File: config.mk
export PLATFORM = sky130hd
export DESIGN_NAME = usac_engine_ctrl
export DESIGN_NICKNAME = d
export VERILOG_FILES = /design/src/usac_pkg.sv /design/src/usac_engine_ctrl.sv /design/src/usac_reset_detect.sv
export SDC_FILE = /design/constraint.sdc
export NUM_CORES = 1
export LEC_CHECK = 0
export ABC_AREA = 1
export ABC_CLOCK_PERIOD_IN_PS = 2600
export BUFFER_PORTS_ARGS = -buffer_cell sky130_fd_sc_hd__buf_2
export CAP_MARGIN = 40
export CELL_PAD_IN_SITES_DETAIL_PLACEMENT = 2
export CELL_PAD_IN_SITES_GLOBAL_PLACEMENT = 2
export CORE_AREA = 10 10 130 132
export DETAILED_ROUTE_END_ITERATION = 8
export DIE_AREA = 0 0 140 142
export PLACE_DENSITY = 0.82
export SLEW_MARGIN = 25
export SYNTH_ARGS = -nofsm -noshare
export SYNTH_HDL_FRONTEND = slang
export SYNTH_HIERARCHICAL = 1
export SYNTH_SLANG_ARGS = --single-unit
File: constraint.sdc
create_clock -name clk -period 2.6 [get_ports clk]
set_input_delay 0.39 -clock clk [delete_from_list [all_inputs] [get_ports clk]]
set_output_delay 0.39 -clock clk [all_outputs]
set_load 0.05 [all_outputs]
File: src/usac_pkg.sv
// Constants, types and register map of the address filter, status and control block.
// Assumes a 25 MHz system clock and a full-speed (12 Mbit/s) bus.
package usac_pkg;

    // Register byte addresses on the microcontroller register port
    localparam logic [15:0] ADDR_ENGINE_STATUS  = 16'h7F93;
    localparam logic [15:0] ADDR_ENGINE_CONTROL = 16'h7F94;
    localparam logic [15:0] ADDR_LOCAL_ADDRESS  = 16'h7F92;
    localparam logic [15:0] ADDR_FIRST_ALT      = 16'h7F99;
    localparam logic [15:0] ADDR_SECOND_ALT     = 16'h7F9E;
    localparam logic [15:0] ADDR_THIRD_ALT      = 16'h7F9F;

    // Reset values
    localparam logic [7:0] RST_CONTROL   = 8'h00;
    localparam logic [7:0] RST_ALIAS     = 8'h00;
    localparam logic [7:0] UNMAPPED_READ = 8'h00;

    // Alternate address register fields
    localparam int ALIAS_EN_BIT = 7;

    // Control register fields
    localparam int CTL_DMA_INHIBIT   = 7;
    localparam int CTL_FORCE_ACK     = 6;
    localparam int CTL_FORCE_LAST    = 5;
    localparam int CTL_FORCE_OVF     = 4;
    localparam int CTL_FORCE_ABORT   = 3;
    localparam int CTL_FORCE_END     = 2;
    localparam int CTL_RX_TAG        = 1;
    localparam int CTL_TX_OK         = 0;
    localparam logic [7:0] CTL_WRITABLE = 8'hFC;

    // Endpoint groups
    localparam logic [3:0] EP_LOCAL_MAX  = 4'h3;
    localparam logic [3:0] EP_SECOND_MIN = 4'h8;
    localparam logic [3:0] EP_SECOND_MAX = 4'hB;
    localparam logic [3:0] EP_THIRD_MIN  = 4'hC;

    // Timing
    localparam longint CLK_HZ          = 25000000;
    localparam longint BIT_HZ          = 12000000;
    localparam longint GAP_BIT_TIMES   = 16;
    localparam longint RESET_BIT_TIMES = 32;
    // A gap is a timeout only once it exceeds the bit times, so round up
    localparam int GAP_CYC   = int'((GAP_BIT_TIMES * CLK_HZ + BIT_HZ - 1) / BIT_HZ);
    localparam int RESET_CYC = int'((RESET_BIT_TIMES * CLK_HZ + BIT_HZ - 1) / BIT_HZ);
    localparam logic [6:0] GAP_LAST   = 7'(GAP_CYC - 1);
    localparam logic [6:0] RESET_LAST = 7'(RESET_CYC - 1);

    typedef enum logic [1:0]
    {
        ST_IDLE = 2'b01,
        ST_BUSY = 2'b10
    } usac_state_t;

    // Decoded token from the packet receiver
    typedef struct packed
    {
        logic       valid;
        logic [6:0] addr;
        logic [3:0] ep;
        logic       is_setup;
        logic       is_sof;
    } usac_token_t;

    // Engine status byte, bit 7 down to bit 0
    typedef struct packed
    {
        logic err;
        logic timeout;
        logic setup;
        logic sof;
        logic pre;
        logic ack;
        logic bus_reset;
        logic end_of_transaction_flag;
    } usac_status_t;

endpackage

File: src/usac_engine_ctrl.sv
// Address filter, transaction status and control overrides of the serial interface engine.
// Assumes a register port from the microcontroller on clk and engine signals on the same clock.
// What this block does
// Alternate-address tokens report the complemented endpoint number.
// Firmware keeps endpoint configurations from overlapping between addresses.
// Second alternate address, when enabled, unlocks endpoints 8 to 11.
// Third alternate address, when enabled, unlocks endpoints 12 to 15.
// A disabled alternate address never affects endpoint matching.
// Each alternate register holds a writable, readable seven-bit address.
// Status bit 7 flags an error in the last transaction.
// Status bit 6 flags an inter-packet gap above 16 bit times.
// Status bit 5 shows the last token was SETUP.
// Status bit 4 shows a start-of-frame token was received.
// Status bit 3 shows a valid SYNC plus PRE identifier was seen.
// Status bit 2 shows the last transaction had no error nor timeout.
// Status bit 1 is high while the bus is in reset.
// Status bit 0 rises at transaction end and falls at start.
// Status register is read-only and mirrors live engine state.
// Control bit 7 inhibits the engine buffer DMA path.
// Control bit 6 forces an acknowledge on receive; firmware keeps it clear.
// Control bit 5 tags the next transmit FIFO byte as last.
// Control bit 4 raises receive overflow and empties the receive FIFO.
// Control bit 3 aborts transmission with a bit-stuffing violation.
// Control bit 2 forces the current transaction to end.
// Control bits 1 and 0 are read-only receive tag and transmit success.
// Local address unlocks endpoints 0 to 3.
// First alternate address, when enabled, unlocks all sixteen endpoints.
// Bus reset is flagged after 32 bit times of single-ended zero.
// Endpoint match needs an address hit and an endpoint in its group.
`timescale 1ns/100ps
`default_nettype none
module usac_engine_ctrl
    import usac_pkg::*;
(
    input  wire logic        clk,              // System clock, 25 MHz
    input  wire logic        rst,              // Asynchronous reset, active high
    input  wire logic [15:0] reg_addr,         // Register byte address
    input  wire logic        reg_wr,           // Write strobe, one cycle
    input  wire logic        reg_rd,           // Read strobe, one cycle
    input  wire logic [7:0]  reg_wdata,        // Write data
    output logic [7:0]       reg_rdata,        // Read data, valid the cycle after reg_rd
    input  wire usac_token_t token,            // Decoded token, valid for one cycle
    input  wire logic        pre_seen,         // Pulse: valid SYNC then PRE identifier
    input  wire logic        bus_busy,         // Level: packet activity on the line
    input  wire logic        txn_done,         // Pulse: engine finished the transaction
    input  wire logic        txn_err,          // Error qualifier for txn_done
    input  wire logic        rx_packet_end_tag,// Receive FIFO packet-end tag
    input  wire logic        tx_success,       // Engine transmit success
    input  wire logic        tx_fifo_wr,       // Pulse: byte written to the transmit FIFO
    input  wire logic        se0_pin,          // Raw single-ended zero from the line
    output logic             endpoint_match,   // Registered: last token matched an endpoint
    output logic [3:0]       match_ep,         // Registered: endpoint as reported
    output logic             match_valid,      // Pulse: match result updated
    output usac_status_t     status,           // Live engine status
    output logic             engine_dma_inhibit, // Level: buffer DMA path held off
    output logic             force_receive_ack,  // Level: acknowledge regardless
    output logic             tx_last_byte,     // Pulse: this transmit FIFO write is the last byte
    output logic             receive_overflow, // Pulse: forced receive overflow
    output logic             rx_fifo_flush,    // Pulse: empty the receive FIFO
    output logic             stuff_violation   // Level: send bit-stuff errors
);
    usac_state_t  state;
    logic [7:0]   control;
    logic [7:0]   local_address;
    logic [7:0]   alias1;
    logic [7:0]   alias2;
    logic [7:0]   alias3;
    logic [6:0]   gap_cnt;
    logic         bus_reset;
    logic         force_end;
    logic         gap_over;
    logic         local_hit;
    logic         alt1_hit;
    logic         alt2_hit;
    logic         alt3_hit;
    logic         alt_hit;
    logic [7:0]   next_rdata;
    logic         st_err;
    logic         st_timeout;
    logic         st_setup;
    logic         st_sof;
    logic         st_pre;
    logic         st_ack;
    logic         st_eot;

    function automatic logic wr_hit(input logic [15:0] a);
        wr_hit = reg_wr && reg_addr == a;
    endfunction

    function automatic logic alias_hit(input logic [7:0] r, input logic [6:0] a);
        alias_hit = r[ALIAS_EN_BIT] && r[6:0] == a;
    endfunction

    usac_reset_detect u_reset_detect
    (
        .clk       (clk),
        .rst       (rst),
        .se0_pin   (se0_pin),
        .bus_reset (bus_reset)
    );

    // Address registers
    always_ff @(posedge clk or posedge rst)
    begin
        if (rst)
        begin
            local_address <= RST_ALIAS;
            alias1        <= RST_ALIAS;
            alias2        <= RST_ALIAS;
            alias3        <= RST_ALIAS;
        end
        else
        begin
            if (wr_hit(ADDR_LOCAL_ADDRESS))
                local_address <= reg_wdata;
            if (wr_hit(ADDR_FIRST_ALT))
                alias1 <= reg_wdata;
            if (wr_hit(ADDR_SECOND_ALT))
                alias2 <= reg_wdata;
            if (wr_hit(ADDR_THIRD_ALT))
                alias3 <= reg_wdata;
        end
    end

    // Overlapping groups are left to firmware; local wins, then any alternate, all ORed alike
    assign local_hit = token.addr == local_address[6:0] && token.ep <= EP_LOCAL_MAX;
    assign alt1_hit  = alias_hit(alias1, token.addr);
    assign alt2_hit  = alias_hit(alias2, token.addr)
                       && token.ep >= EP_SECOND_MIN && token.ep <= EP_SECOND_MAX;
    assign alt3_hit  = alias_hit(alias3, token.addr) && token.ep >= EP_THIRD_MIN;
    assign alt_hit   = alt1_hit || alt2_hit || alt3_hit;

    always_ff @(posedge clk or posedge rst)
    begin
        if (rst)
        begin
            endpoint_match <= 1'b0;
            match_ep       <= 4'h0;
            match_valid    <= 1'b0;
        end
        else
        begin
            match_valid <= token.valid;
            if (token.valid)
            begin
                endpoint_match <= local_hit || alt_hit;
                if (local_hit)
                    match_ep <= token.ep;
                else if (alt_hit)
                    match_ep <= ~token.ep;
                else
                    match_ep <= token.ep;
            end
        end
    end

    // Control register; bits 1 and 0 are never stored
    always_ff @(posedge clk or posedge rst)
    begin
        if (rst)
            control <= RST_CONTROL;
        else if (wr_hit(ADDR_ENGINE_CONTROL))
            control <= reg_wdata & CTL_WRITABLE;
        else if (tx_fifo_wr && control[CTL_FORCE_LAST])
            control[CTL_FORCE_LAST] <= 1'b0;
    end

    assign engine_dma_inhibit = control[CTL_DMA_INHIBIT];
    assign force_receive_ack  = control[CTL_FORCE_ACK];
    assign stuff_violation    = control[CTL_FORCE_ABORT];
    assign tx_last_byte       = tx_fifo_wr && control[CTL_FORCE_LAST];
    // Written out so the assignment follows the strobe and address, not only the data
    assign force_end          = reg_wr && reg_addr == ADDR_ENGINE_CONTROL && reg_wdata[CTL_FORCE_END];

    // Overflow and flush fire on every write that sets the bit, so firmware can repeat it
    always_ff @(posedge clk or posedge rst)
    begin
        if (rst)
        begin
            receive_overflow <= 1'b0;
            rx_fifo_flush    <= 1'b0;
        end
        else
        begin
            receive_overflow <= wr_hit(ADDR_ENGINE_CONTROL) && reg_wdata[CTL_FORCE_OVF];
            rx_fifo_flush    <= wr_hit(ADDR_ENGINE_CONTROL) && reg_wdata[CTL_FORCE_OVF];
        end
    end

    assign gap_over = gap_cnt == GAP_LAST && !bus_busy;

    // Transaction sequencing and end-of-transaction flag
    always_ff @(posedge clk or posedge rst)
    begin
        if (rst)
        begin
            state      <= ST_IDLE;
            gap_cnt    <= 7'h00;
            st_eot     <= 1'b1;
            st_err     <= 1'b0;
            st_timeout <= 1'b0;
            st_ack     <= 1'b0;
        end
        else
        begin
            unique case (state)
                ST_IDLE:
                begin
                    gap_cnt <= 7'h00;
                    if (token.valid)
                    begin
                        state      <= ST_BUSY;
                        st_eot <= 1'b0;
                    end
                end
                ST_BUSY:
                begin
                    if (bus_busy)
                        gap_cnt <= 7'h00;
                    else if (!gap_over)
                        gap_cnt <= gap_cnt + 7'h01;
                    if (txn_done)
                    begin
                        state      <= ST_IDLE;
                        st_eot     <= 1'b1;
                        st_err     <= txn_err;
                        st_timeout <= 1'b0;
                        st_ack     <= !txn_err;
                    end
                    else if (force_end)
                    begin
                        state      <= ST_IDLE;
                        st_eot     <= 1'b1;
                        st_err     <= 1'b0;
                        st_timeout <= 1'b0;
                        st_ack     <= 1'b1;
                    end
                    else if (gap_over)
                    begin
                        state      <= ST_IDLE;
                        st_eot     <= 1'b1;
                        st_err     <= 1'b0;
                        st_timeout <= 1'b1;
                        st_ack     <= 1'b0;
                    end
                end
            endcase
        end
    end

    // Token kind flags follow each received token
    always_ff @(posedge clk or posedge rst)
    begin
        if (rst)
        begin
            st_setup <= 1'b0;
            st_sof   <= 1'b0;
        end
        else if (token.valid)
        begin
            st_setup <= token.is_setup;
            st_sof   <= token.is_sof;
        end
    end

    // Preamble flag holds until the next token; a PRE in the same cycle as a token wins
    always_ff @(posedge clk or posedge rst)
    begin
        if (rst)
            st_pre <= 1'b0;
        else if (pre_seen)
            st_pre <= 1'b1;
        else if (token.valid)
            st_pre <= 1'b0;
    end

    assign status = {st_err, st_timeout, st_setup, st_sof, st_pre, st_ack, bus_reset, st_eot};

    // Read mux; status writes are ignored
    always_comb
    begin
        next_rdata = UNMAPPED_READ;
        unique case (reg_addr)
            ADDR_ENGINE_STATUS:  next_rdata = status;
            ADDR_ENGINE_CONTROL: next_rdata = {control[7:2], rx_packet_end_tag, tx_success};
            ADDR_LOCAL_ADDRESS:  next_rdata = local_address;
            ADDR_FIRST_ALT:      next_rdata = alias1;
            ADDR_SECOND_ALT:     next_rdata = alias2;
            ADDR_THIRD_ALT:      next_rdata = alias3;
            default:             next_rdata = UNMAPPED_READ;
        endcase
    end

    always_ff @(posedge clk or posedge rst)
    begin
        if (rst)
            reg_rdata <= UNMAPPED_READ;
        else if (reg_rd)
            reg_rdata <= next_rdata;
    end

    a_alt_ep_complement: assert property (@(posedge clk) disable iff (rst)
        token.valid && !local_hit && alt_hit |=> endpoint_match && match_ep == ~$past(token.ep))
        else $error("alternate endpoint not complemented");

    a_second_group: assert property (@(posedge clk) disable iff (rst)
        token.valid && !local_hit && !alt1_hit && !alt3_hit && alias2[ALIAS_EN_BIT]
        && token.addr == alias2[6:0] && token.ep < EP_SECOND_MIN |=> !endpoint_match)
        else $error("second alternate matched outside its group");

    a_third_group: assert property (@(posedge clk) disable iff (rst)
        token.valid && alias3[ALIAS_EN_BIT] && token.addr == alias3[6:0] && token.ep >= EP_THIRD_MIN
        |=> endpoint_match)
        else $error("third alternate failed to match its group");

    a_disabled_silent: assert property (@(posedge clk) disable iff (rst)
        token.valid && token.addr != local_address[6:0] && !alias1[ALIAS_EN_BIT]
        && !alias2[ALIAS_EN_BIT] && !alias3[ALIAS_EN_BIT] |=> !endpoint_match)
        else $error("disabled alternate address produced a match");

    a_eot_start: assert property (@(posedge clk) disable iff (rst)
        state == ST_IDLE && token.valid |=> !status.end_of_transaction_flag ##0 state == ST_BUSY)
        else $error("transaction start did not clear end flag");

    a_gap_timeout: assert property (@(posedge clk) disable iff (rst)
        state == ST_BUSY && !txn_done && !force_end && !bus_busy ##1
        (!bus_busy && !txn_done && !force_end && state == ST_BUSY)[*8] |-> ##[0:30] status.end_of_transaction_flag || bus_busy
        || txn_done || force_end)
        else $error("idle gap did not end the transaction in time");

    a_ack_exclusive: assert property (@(posedge clk) disable iff (rst)
        $rose(status.end_of_transaction_flag) |-> status.ack == !(status.err || status.timeout))
        else $error("acknowledge inconsistent with error and timeout");

    a_force_end: assert property (@(posedge clk) disable iff (rst)
        state == ST_BUSY && force_end && !txn_done |=> status.end_of_transaction_flag && status.ack && state == ST_IDLE)
        else $error("forced end did not conclude the transaction");

    a_overflow_pulse: assert property (@(posedge clk) disable iff (rst)
        wr_hit(ADDR_ENGINE_CONTROL) && reg_wdata[CTL_FORCE_OVF] |=> receive_overflow && rx_fifo_flush)
        else $error("forced overflow not raised");

    a_last_byte_once: assert property (@(posedge clk) disable iff (rst)
        tx_last_byte && !wr_hit(ADDR_ENGINE_CONTROL) |=> !control[CTL_FORCE_LAST])
        else $error("last byte tag not consumed");

    a_pre_flag: assert property (@(posedge clk) disable iff (rst)
        pre_seen |=> status.pre)
        else $error("preamble not flagged");

endmodule
`default_nettype wire

File: src/usac_reset_detect.sv
// Bus reset detector: single-ended zero held long enough on the line.
// Assumes se0 comes straight from the transceiver pin, asynchronous to clk.
`timescale 1ns/100ps
`default_nettype none
module usac_reset_detect
    import usac_pkg::*;
(
    input  wire logic clk,       // System clock
    input  wire logic rst,       // Asynchronous reset, active high
    input  wire logic se0_pin,   // Raw single-ended zero from the line
    output logic      bus_reset  // High while the line is being reset
);
    logic [2:0] sync;
    logic       se0_level;
    logic [6:0] run;

    always_ff @(posedge clk or posedge rst)
    begin
        if (rst)
            sync <= 3'h0;
        else
            sync <= {sync[1:0], se0_pin};
    end

    // Level follows only once the second and third stages agree
    always_ff @(posedge clk or posedge rst)
    begin
        if (rst)
            se0_level <= 1'b0;
        else if (sync[1] == sync[2])
            se0_level <= sync[2];
    end

    always_ff @(posedge clk or posedge rst)
    begin
        if (rst)
        begin
            run       <= 7'h00;
            bus_reset <= 1'b0;
        end
        else if (!se0_level)
        begin
            run       <= 7'h00;
            bus_reset <= 1'b0;
        end
        else if (run == RESET_LAST)
            bus_reset <= 1'b1;
        else
            run <= run + 7'h01;
    end

    a_reset_needs_run: assert property (@(posedge clk) disable iff (rst)
        $rose(bus_reset) |-> $past(se0_level, 1) && $past(run, 1) == RESET_LAST)
        else $error("bus reset raised before the single-ended zero lasted long enough");

endmodule
`default_nettype wire

**Word-level counts from Yosys, hierarchy flattened**

Index checks and enable logic that the tools add are counted.

- Add/sub/neg operators: 2
- Multipliers: 0
- Divide/modulo/power cells: 0
- $lt $le $gt $ge: 4
- Equal/unequal tests: 20
- Shifts and indexed selects: 0
- Multiplexer cells: 30
- Bitwise gates (word level): 1
- Reduce and logical (&&, ||, !) cells: 26

Operators by type and width:

| kind | count |
|---|---|
| $eq A16 B15 Y1 const B | 6 |
| $pmux W8 S6 | 1 |
| $eq A7 B7 Y1 | 4 |
| $mux W7 | 4 |
| $logic_and A1 B1 Y1 | 16 |
| $mux W1 | 16 |
| $add A7 B1 Y7 const B | 2 |
| $pmux W7 S2 | 1 |
| $ge A4 B4 Y1 const B | 2 |
| $mux W2 | 4 |
| $mux W4 | 2 |
| $eq A7 B6 Y1 const B | 1 |
| $eq A7 B7 Y1 const B | 1 |
| $ne A2 B2 Y1 const B | 3 |
| $le A4 B2 Y1 const B | 1 |
| $le A4 B4 Y1 const B | 1 |
| $ne A4 B4 Y1 const B | 1 |
| $not A4 Y4 | 1 |
| $pmux W2 S2 | 1 |
| $reduce_and A2 Y1 | 2 |
| $reduce_bool A2 Y1 | 2 |
| $logic_or A1 B1 Y1 | 3 |
| $ne A3 B3 Y1 const B | 1 |
| $reduce_bool A3 Y1 | 1 |
| 5 further kinds | 6 |

- Flip-flop bits (word level): 81
- Bits in latches: 0
- RAM bits: 0
- Bits in read-only memories: 0
- Logic and storage cells: 107
- Memories: 0

**Depth between registers and ports, before layout**

- Word-level depth: 8
- Depth in mapped cells: 12

**Hierarchy**

The synthesis kept the hierarchy.

Modules (own cells, without submodules):

| module | instances | cells each | area each (um^2) | sequential area each (um^2) |
|---|---|---|---|---|
| usac_engine_ctrl | 1 | 534 | 3948.8 | 1702.9 |
| usac_reset_detect | 1 | 64 | 555.5 | 300.3 |

**Least setup slack after synthesis**

Ideal clock, no wire load.

- Path type: input port to flip-flop
- Start: input reg_addr[6]
- End: register alias3[0]
- Library setup time: 0.120 ns
- Data arrival time: 1.357 ns
- Required time: 2.480 ns
- Setup slack: 1.123 ns
- Stages on the path: 7
- Buffers on the path: 1
- Path through: nor2_2 nand3_4 nor3_4 nand3_4 buf_6 nand2_2 o21ai_2

- Cells in the longest elaborated chain, start to end: 2

RTL lines:

| what | line | source |
|---|---|---|
| start: declaration | usac_engine_ctrl.sv:37 | `input wire logic [15:0] reg_addr,` |
| $eq A16 B15 Y1 | usac_engine_ctrl.sv:87 | `wr_hit = reg_wr && reg_addr == a;` |
| $logic_and A1 B1 Y1 | usac_engine_ctrl.sv:87 |  |
| end signal: assignment | usac_engine_ctrl.sv:121 | `alias3 <= reg_wdata;` |
| end: declaration | usac_engine_ctrl.sv:67 | `logic [7:0] alias3;` |

Every way passes these cells.
A chain may end at the register's enable or synchronous reset.

**Final worst setup path**

- Start: input reg_addr[15]
- End: register reg_rdata[2]

- Cells in the longest elaborated chain, start to end: 2
- Elaborated cells between the ends (all ways): 7

RTL lines:

| what | line | source |
|---|---|---|
| $eq A16 B15 Y1 | usac_engine_ctrl.sv:283 | `unique case (reg_addr)` |
| $pmux W8 S6 * | usac_engine_ctrl.sv:283 |  |
| end signal: assignment | usac_engine_ctrl.sv:299 | `reg_rdata <= next_rdata;` |
| end: declaration | usac_engine_ctrl.sv:41 | `output logic [7:0] reg_rdata,` |

Every way passes the cells marked *; elsewhere a longest branch is shown, timed or not.

==> results summary <==
The critical path in this run is classified as input port to flop. The area growth from synthesis to layout is 17.78%. The wire length after detailed routing is 15.90 mm.

The detailed-router iteration count before antenna repair came out at 4. The initial core utilization is 0.3147. Clock tree synthesis selected as its root buffer the cell sky130_fd_sc_hd__clkbuf_16. In this run the worst hold path is classified as input port to asynchronous set/reset pin. The number of buffers added to fix hold violations after cts is 0. The synthesized area divided by synthesized cell count came out at 7.532 sq um. Summed over all layers, the global routing overflow is 0.

After synthesis, the largest family of logic cells by area is simple AND/OR/NAND/NOR gates. The filler cells instantiated in the layout total 1,706. STA puts the critical path data arrival time at 2.02 ns. The count of final max-slew check failures came out at 0.

The post-place setup slack is 0.5146 ns. The synthesized design contains 80 register bits. TritonCTS built the clock tree. The cell total after placement is 843.

The count of nets left with antenna violations after detail routing is 0. Input and output buffers added on the ports amount to 77. The share of cells above drive strength 1 is 0.2092.

The period utilization came out at 0.6661. The first global-routing pass estimated 26.10 mm of wire. The minimum clock period came out at 1.732 ns. The cell area after synthesis is 4504 sq um. Of the total power, registers draw 0.442.

The xor/xnor share of the synthesized area came out at 0.01361. The register area came out at 2003 sq um. Yosys printed 6 warnings. The boundary pin count came out at 78. The critical path starts at reg_addr[15]. Once layout is complete, the cells apart from fillers number 858. The mux cell area share after synthesis came out at 0.

The clock reaches the later pin of the worst-skew pair after 0.35 ns. The endpoint type of the worst setup path is a flop. Internal power comes to 2.169 mW. The post-route DRC violation count is 0. Setup repair after global routing left no endpoint under its margin. The share of power burned in combinational logic is 0.137. The final critical-path setup slack came out at 0.8681 ns. The initial antenna violation count is 0. The number of nets in the synthesized netlist is 652. The clock slew seen by the registers of the worst setup and hold paths came out at 0.07 ns. The synthesized-area fraction occupied by ao, oa, aoi and oai cells is 0.1028. The leakage power of the design came out at 2.758 nW. The total count of hold-check failures in the final report is 0. The worst-case IR drop observed on VDD is 0.0004989 V. Of all nets on the critical path, the largest fanout is 11.

The height of the die came out at 142 um. The clock sink count is 80. The worst-case headroom to the max-slew limit is 0.6271.

The overall global routing resource usage came out at 0.1641. The initial DRC count came out at 172. The switching share of power came out at 0.2898. The multi-input combinational cell area came out at 1984 sq um.

At the worst endpoint, the required time is 2.88 ns. Buffers inserted during clock tree synthesis total 9. The final estimated routing congestion in global placement came out at 0.8390.

The adder and majority gate portion of the synthesized area is 0.01333. In this run the critical register-to-register path is launched from alias1[1]. Detailed placement ended at an HPWL of 12.35 mm. The fraction of synthesized cell area taken by the top area cell type came out at 0.4389. Of the total synthesized cell area, the portion taken by AND, OR, NAND and NOR gates is 0.3103.

The number of buffers added for setup after CTS came out at 0. The via count of the first global-routing pass was 4,851. The floorplan step defined a die boundary enclosing 19,880 sq um. At the end of the flow, the number of nets in the layout was 724. The number of standard-cell rows in the floorplan is 44.

The number of distinct library cell variants in the gate-level netlist after synthesis came out at 39. Clock skew on the completed layout was measured at 0.007248 ns. The total vias in the final route is 4,170.

The worst-case reg-to-reg path depth is 12. The area inside the core boundary is 14,310 sq um. The relative contribution of the clock network to total power came out at 0.422. The run finished with clean final reports.

The largest total area in the synthesized netlist belongs to sky130_fd_sc_hd__dfrtp_1. The maximum achievable frequency is 577.4 MHz. The net switching component of the power is 0.8850 mW.

Entering global routing, the biggest net connects 69 pins. The average via count per standard cell is 4.860. The final routed wire length divided by cell count came out at 18.53 um. The final setup violation count is 0. The H-tree depth came out at 3.

The startpoint class of the critical path is an input port. In the synthesized netlist, the number of instances is 598. The repair_antennas step left the layout with diodes totalling 0.

The slew at the pin closest to its max-slew limit came out at 0.5587 ns. The total power divided by cell area came out at 575.7 nW/um^2. The final-layout setup total negative slack came out at 0 ns. By area the synthesized netlist is led by sky130_fd_sc_hd__dfrtp_1 (44%), sky130_fd_sc_hd__nand2_1 (16%), sky130_fd_sc_hd__inv_1 (8.2%), sky130_fd_sc_hd__nand3_1 (4.0%), sky130_fd_sc_hd__nor2_1 (3.4%). The part of the Yosys area used for sequential elements is 0.4447.

Gates resized during post-CTS repair numbered 0. Across the run, the number of max-cap violations was 0. The die width is 140 um. The number of buffers between clock root and the deepest sink came out at 2.
==> state kept, by name (all words and copies together) (netlist names), 2 cells and up <==
register / cells
alias1: 8
alias2: 8
alias3: 8
control: 6
gap_cnt: 7
local_address: 8
match_ep: 4
reg_rdata: 8
state: 2
u_reset_detect/run: 7
u_reset_detect/sync: 3
==> power groups by stage <==
stage          Clock, mW  Combinational (mW)  Sequential [mW]
2_1_floorplan          0               0.282             1.38
3_3_place_gp           0               0.406             1.37
3_5_place_dp           0               0.422             1.37
4_1_cts             1.32               0.427             1.35
5_1_grt             1.36               0.466             1.36
6_report            1.29               0.418             1.35
==> final timing paths <==
check                                    endpoint  slack, ns
min in group clk           u_reset_detect/sync[0]       0.15
setup / recovery                     reg_rdata[2]       0.87
max in group asynchronous              control[3]       2.13
hold / removal             u_reset_detect/sync[0]       0.08
hold reg to reg            u_reset_detect/sync[1]       0.37
setup reg to reg                   endpoint_match       1.00
==> layer usage <==
metal  global-route usage  routed length, um
met2               0.2994               8338
met3              0.03672                545
met1               0.1864               6736
met5                    0                  0
met4              0.04946                280
==> final cells by class <==
class | count | area share
clock inverter | 4 | 0.008491
sequential | 80 | 0.3776
inverter | 101 | 0.07146
timing repair buffer | 80 | 0.07925
tap | 184 | 0.04340
clock buffer | 11 | 0.04575
multi-input combinational | 398 | 0.3741
==> worst max-delay path, stage by stage <==
cell and delay, ns:
sky130_fd_sc_hd__buf_2 0.09, sky130_fd_sc_hd__inv_1 0.04, sky130_fd_sc_hd__nand4_1 0.08, sky130_fd_sc_hd__nor2_2 0.47
sky130_fd_sc_hd__and2_1 0.43, sky130_fd_sc_hd__nand2_1 0.11, sky130_fd_sc_hd__o21ai_0 0.10, sky130_fd_sc_hd__nor2_1 0.08
sky130_fd_sc_hd__nand2_1 0.11, sky130_fd_sc_hd__nand2_1 0.06, sky130_fd_sc_hd__nand2_1 0.05
==> synthesized netlist by cell type <==
library cell / number
sky130_fd_sc_hd__nand4_1: 12
sky130_fd_sc_hd__nand3_4: 2
sky130_fd_sc_hd__xnor2_1: 4
sky130_fd_sc_hd__or2_2: 2
sky130_fd_sc_hd__o21ai_2: 17
sky130_fd_sc_hd__inv_2: 3
sky130_fd_sc_hd__o211ai_1: 2
sky130_fd_sc_hd__o22ai_1: 6
sky130_fd_sc_hd__clkbuf_1: 1
sky130_fd_sc_hd__nand2_4: 2
sky130_fd_sc_hd__nand2_1: 192
sky130_fd_sc_hd__nor3_1: 4
sky130_fd_sc_hd__dfrtp_1: 79
sky130_fd_sc_hd__nor2_4: 1
sky130_fd_sc_hd__nor2_1: 41
sky130_fd_sc_hd__nor2_8: 1
sky130_fd_sc_hd__ha_1: 4
sky130_fd_sc_hd__a31oi_1: 1
sky130_fd_sc_hd__a21oi_1: 2
sky130_fd_sc_hd__a21boi_0: 1
sky130_fd_sc_hd__buf_6: 3
sky130_fd_sc_hd__o21bai_1: 3
sky130_fd_sc_hd__inv_1: 98
sky130_fd_sc_hd__o21ai_1: 16
sky130_fd_sc_hd__nand3_1: 36
sky130_fd_sc_hd__nor3_2: 3
sky130_fd_sc_hd__and2_1: 1
sky130_fd_sc_hd__a22oi_1: 2
sky130_fd_sc_hd__nand2_2: 9
sky130_fd_sc_hd__nor3_4: 1
sky130_fd_sc_hd__dfstp_2: 1
sky130_fd_sc_hd__maj3_1: 1
sky130_fd_sc_hd__o21ai_0: 24
sky130_fd_sc_hd__nor3b_1: 2
sky130_fd_sc_hd__xor2_1: 3
sky130_fd_sc_hd__nor2_2: 2
sky130_fd_sc_hd__buf_4: 11
sky130_fd_sc_hd__nand3_2: 1
sky130_fd_sc_hd__buf_2: 4
==> stage by stage <==
step / utilization / power (mW) / area (sq um) / hold slack (ns)
2_1_floorplan: - / 1.658 / 4504 / 0.2547
3_3_place_gp: 0.3505 / 1.771 / 5017 / 0.3386
3_5_place_dp: 0.3505 / 1.792 / 5017 / 0.3503
4_1_cts: 0.3706 / 3.092 / 5305 / 0.07800
5_1_grt: 0.3706 / 3.182 / 5305 / 0.1007
6_report: 0.3706 / 3.054 / 5305 / 0.07726
==> cells in the final DEF, fill, tap and decap left out, types with 2 or more instances in the layout <==
| master | count |
|---|---|
| sky130_fd_sc_hd__xnor2_1 | 4 |
| sky130_fd_sc_hd__nand3_1 | 36 |
| sky130_fd_sc_hd__clkbuf_16 | 9 |
| sky130_fd_sc_hd__xor2_1 | 3 |
| sky130_fd_sc_hd__inv_2 | 4 |
| sky130_fd_sc_hd__dfrtp_1 | 79 |
| sky130_fd_sc_hd__a22oi_1 | 2 |
| sky130_fd_sc_hd__nand2_4 | 2 |
| sky130_fd_sc_hd__inv_1 | 97 |
| sky130_fd_sc_hd__buf_2 | 77 |
| sky130_fd_sc_hd__a21oi_1 | 2 |
| sky130_fd_sc_hd__nand3_4 | 2 |
| sky130_fd_sc_hd__o21bai_1 | 3 |
| sky130_fd_sc_hd__nand4_1 | 12 |
| sky130_fd_sc_hd__o21ai_0 | 24 |
| sky130_fd_sc_hd__ha_1 | 4 |
| sky130_fd_sc_hd__nor3_2 | 3 |
| sky130_fd_sc_hd__clkinv_2 | 3 |
| sky130_fd_sc_hd__nand2_1 | 192 |
| sky130_fd_sc_hd__nor3b_1 | 2 |
| sky130_fd_sc_hd__nand2_2 | 9 |
| sky130_fd_sc_hd__nor3_1 | 4 |
| sky130_fd_sc_hd__buf_4 | 2 |
| sky130_fd_sc_hd__o21ai_2 | 17 |
| sky130_fd_sc_hd__o22ai_1 | 6 |
| sky130_fd_sc_hd__or2_2 | 2 |
| sky130_fd_sc_hd__nor2_1 | 40 |
| sky130_fd_sc_hd__o211ai_1 | 2 |
| sky130_fd_sc_hd__nor2_2 | 3 |
| sky130_fd_sc_hd__o21ai_1 | 16 |
==> cell families (layout without fill, tap and decap cells) <==
logic type      after synthesis  in the layout
xor+xnor                      7              7
flops                        80             80
compound gates               74             74
simple gates                312            312
fa+ha+maj                     5              5
buf+inv                     120            196
Power figures use the tool's default switching activity.
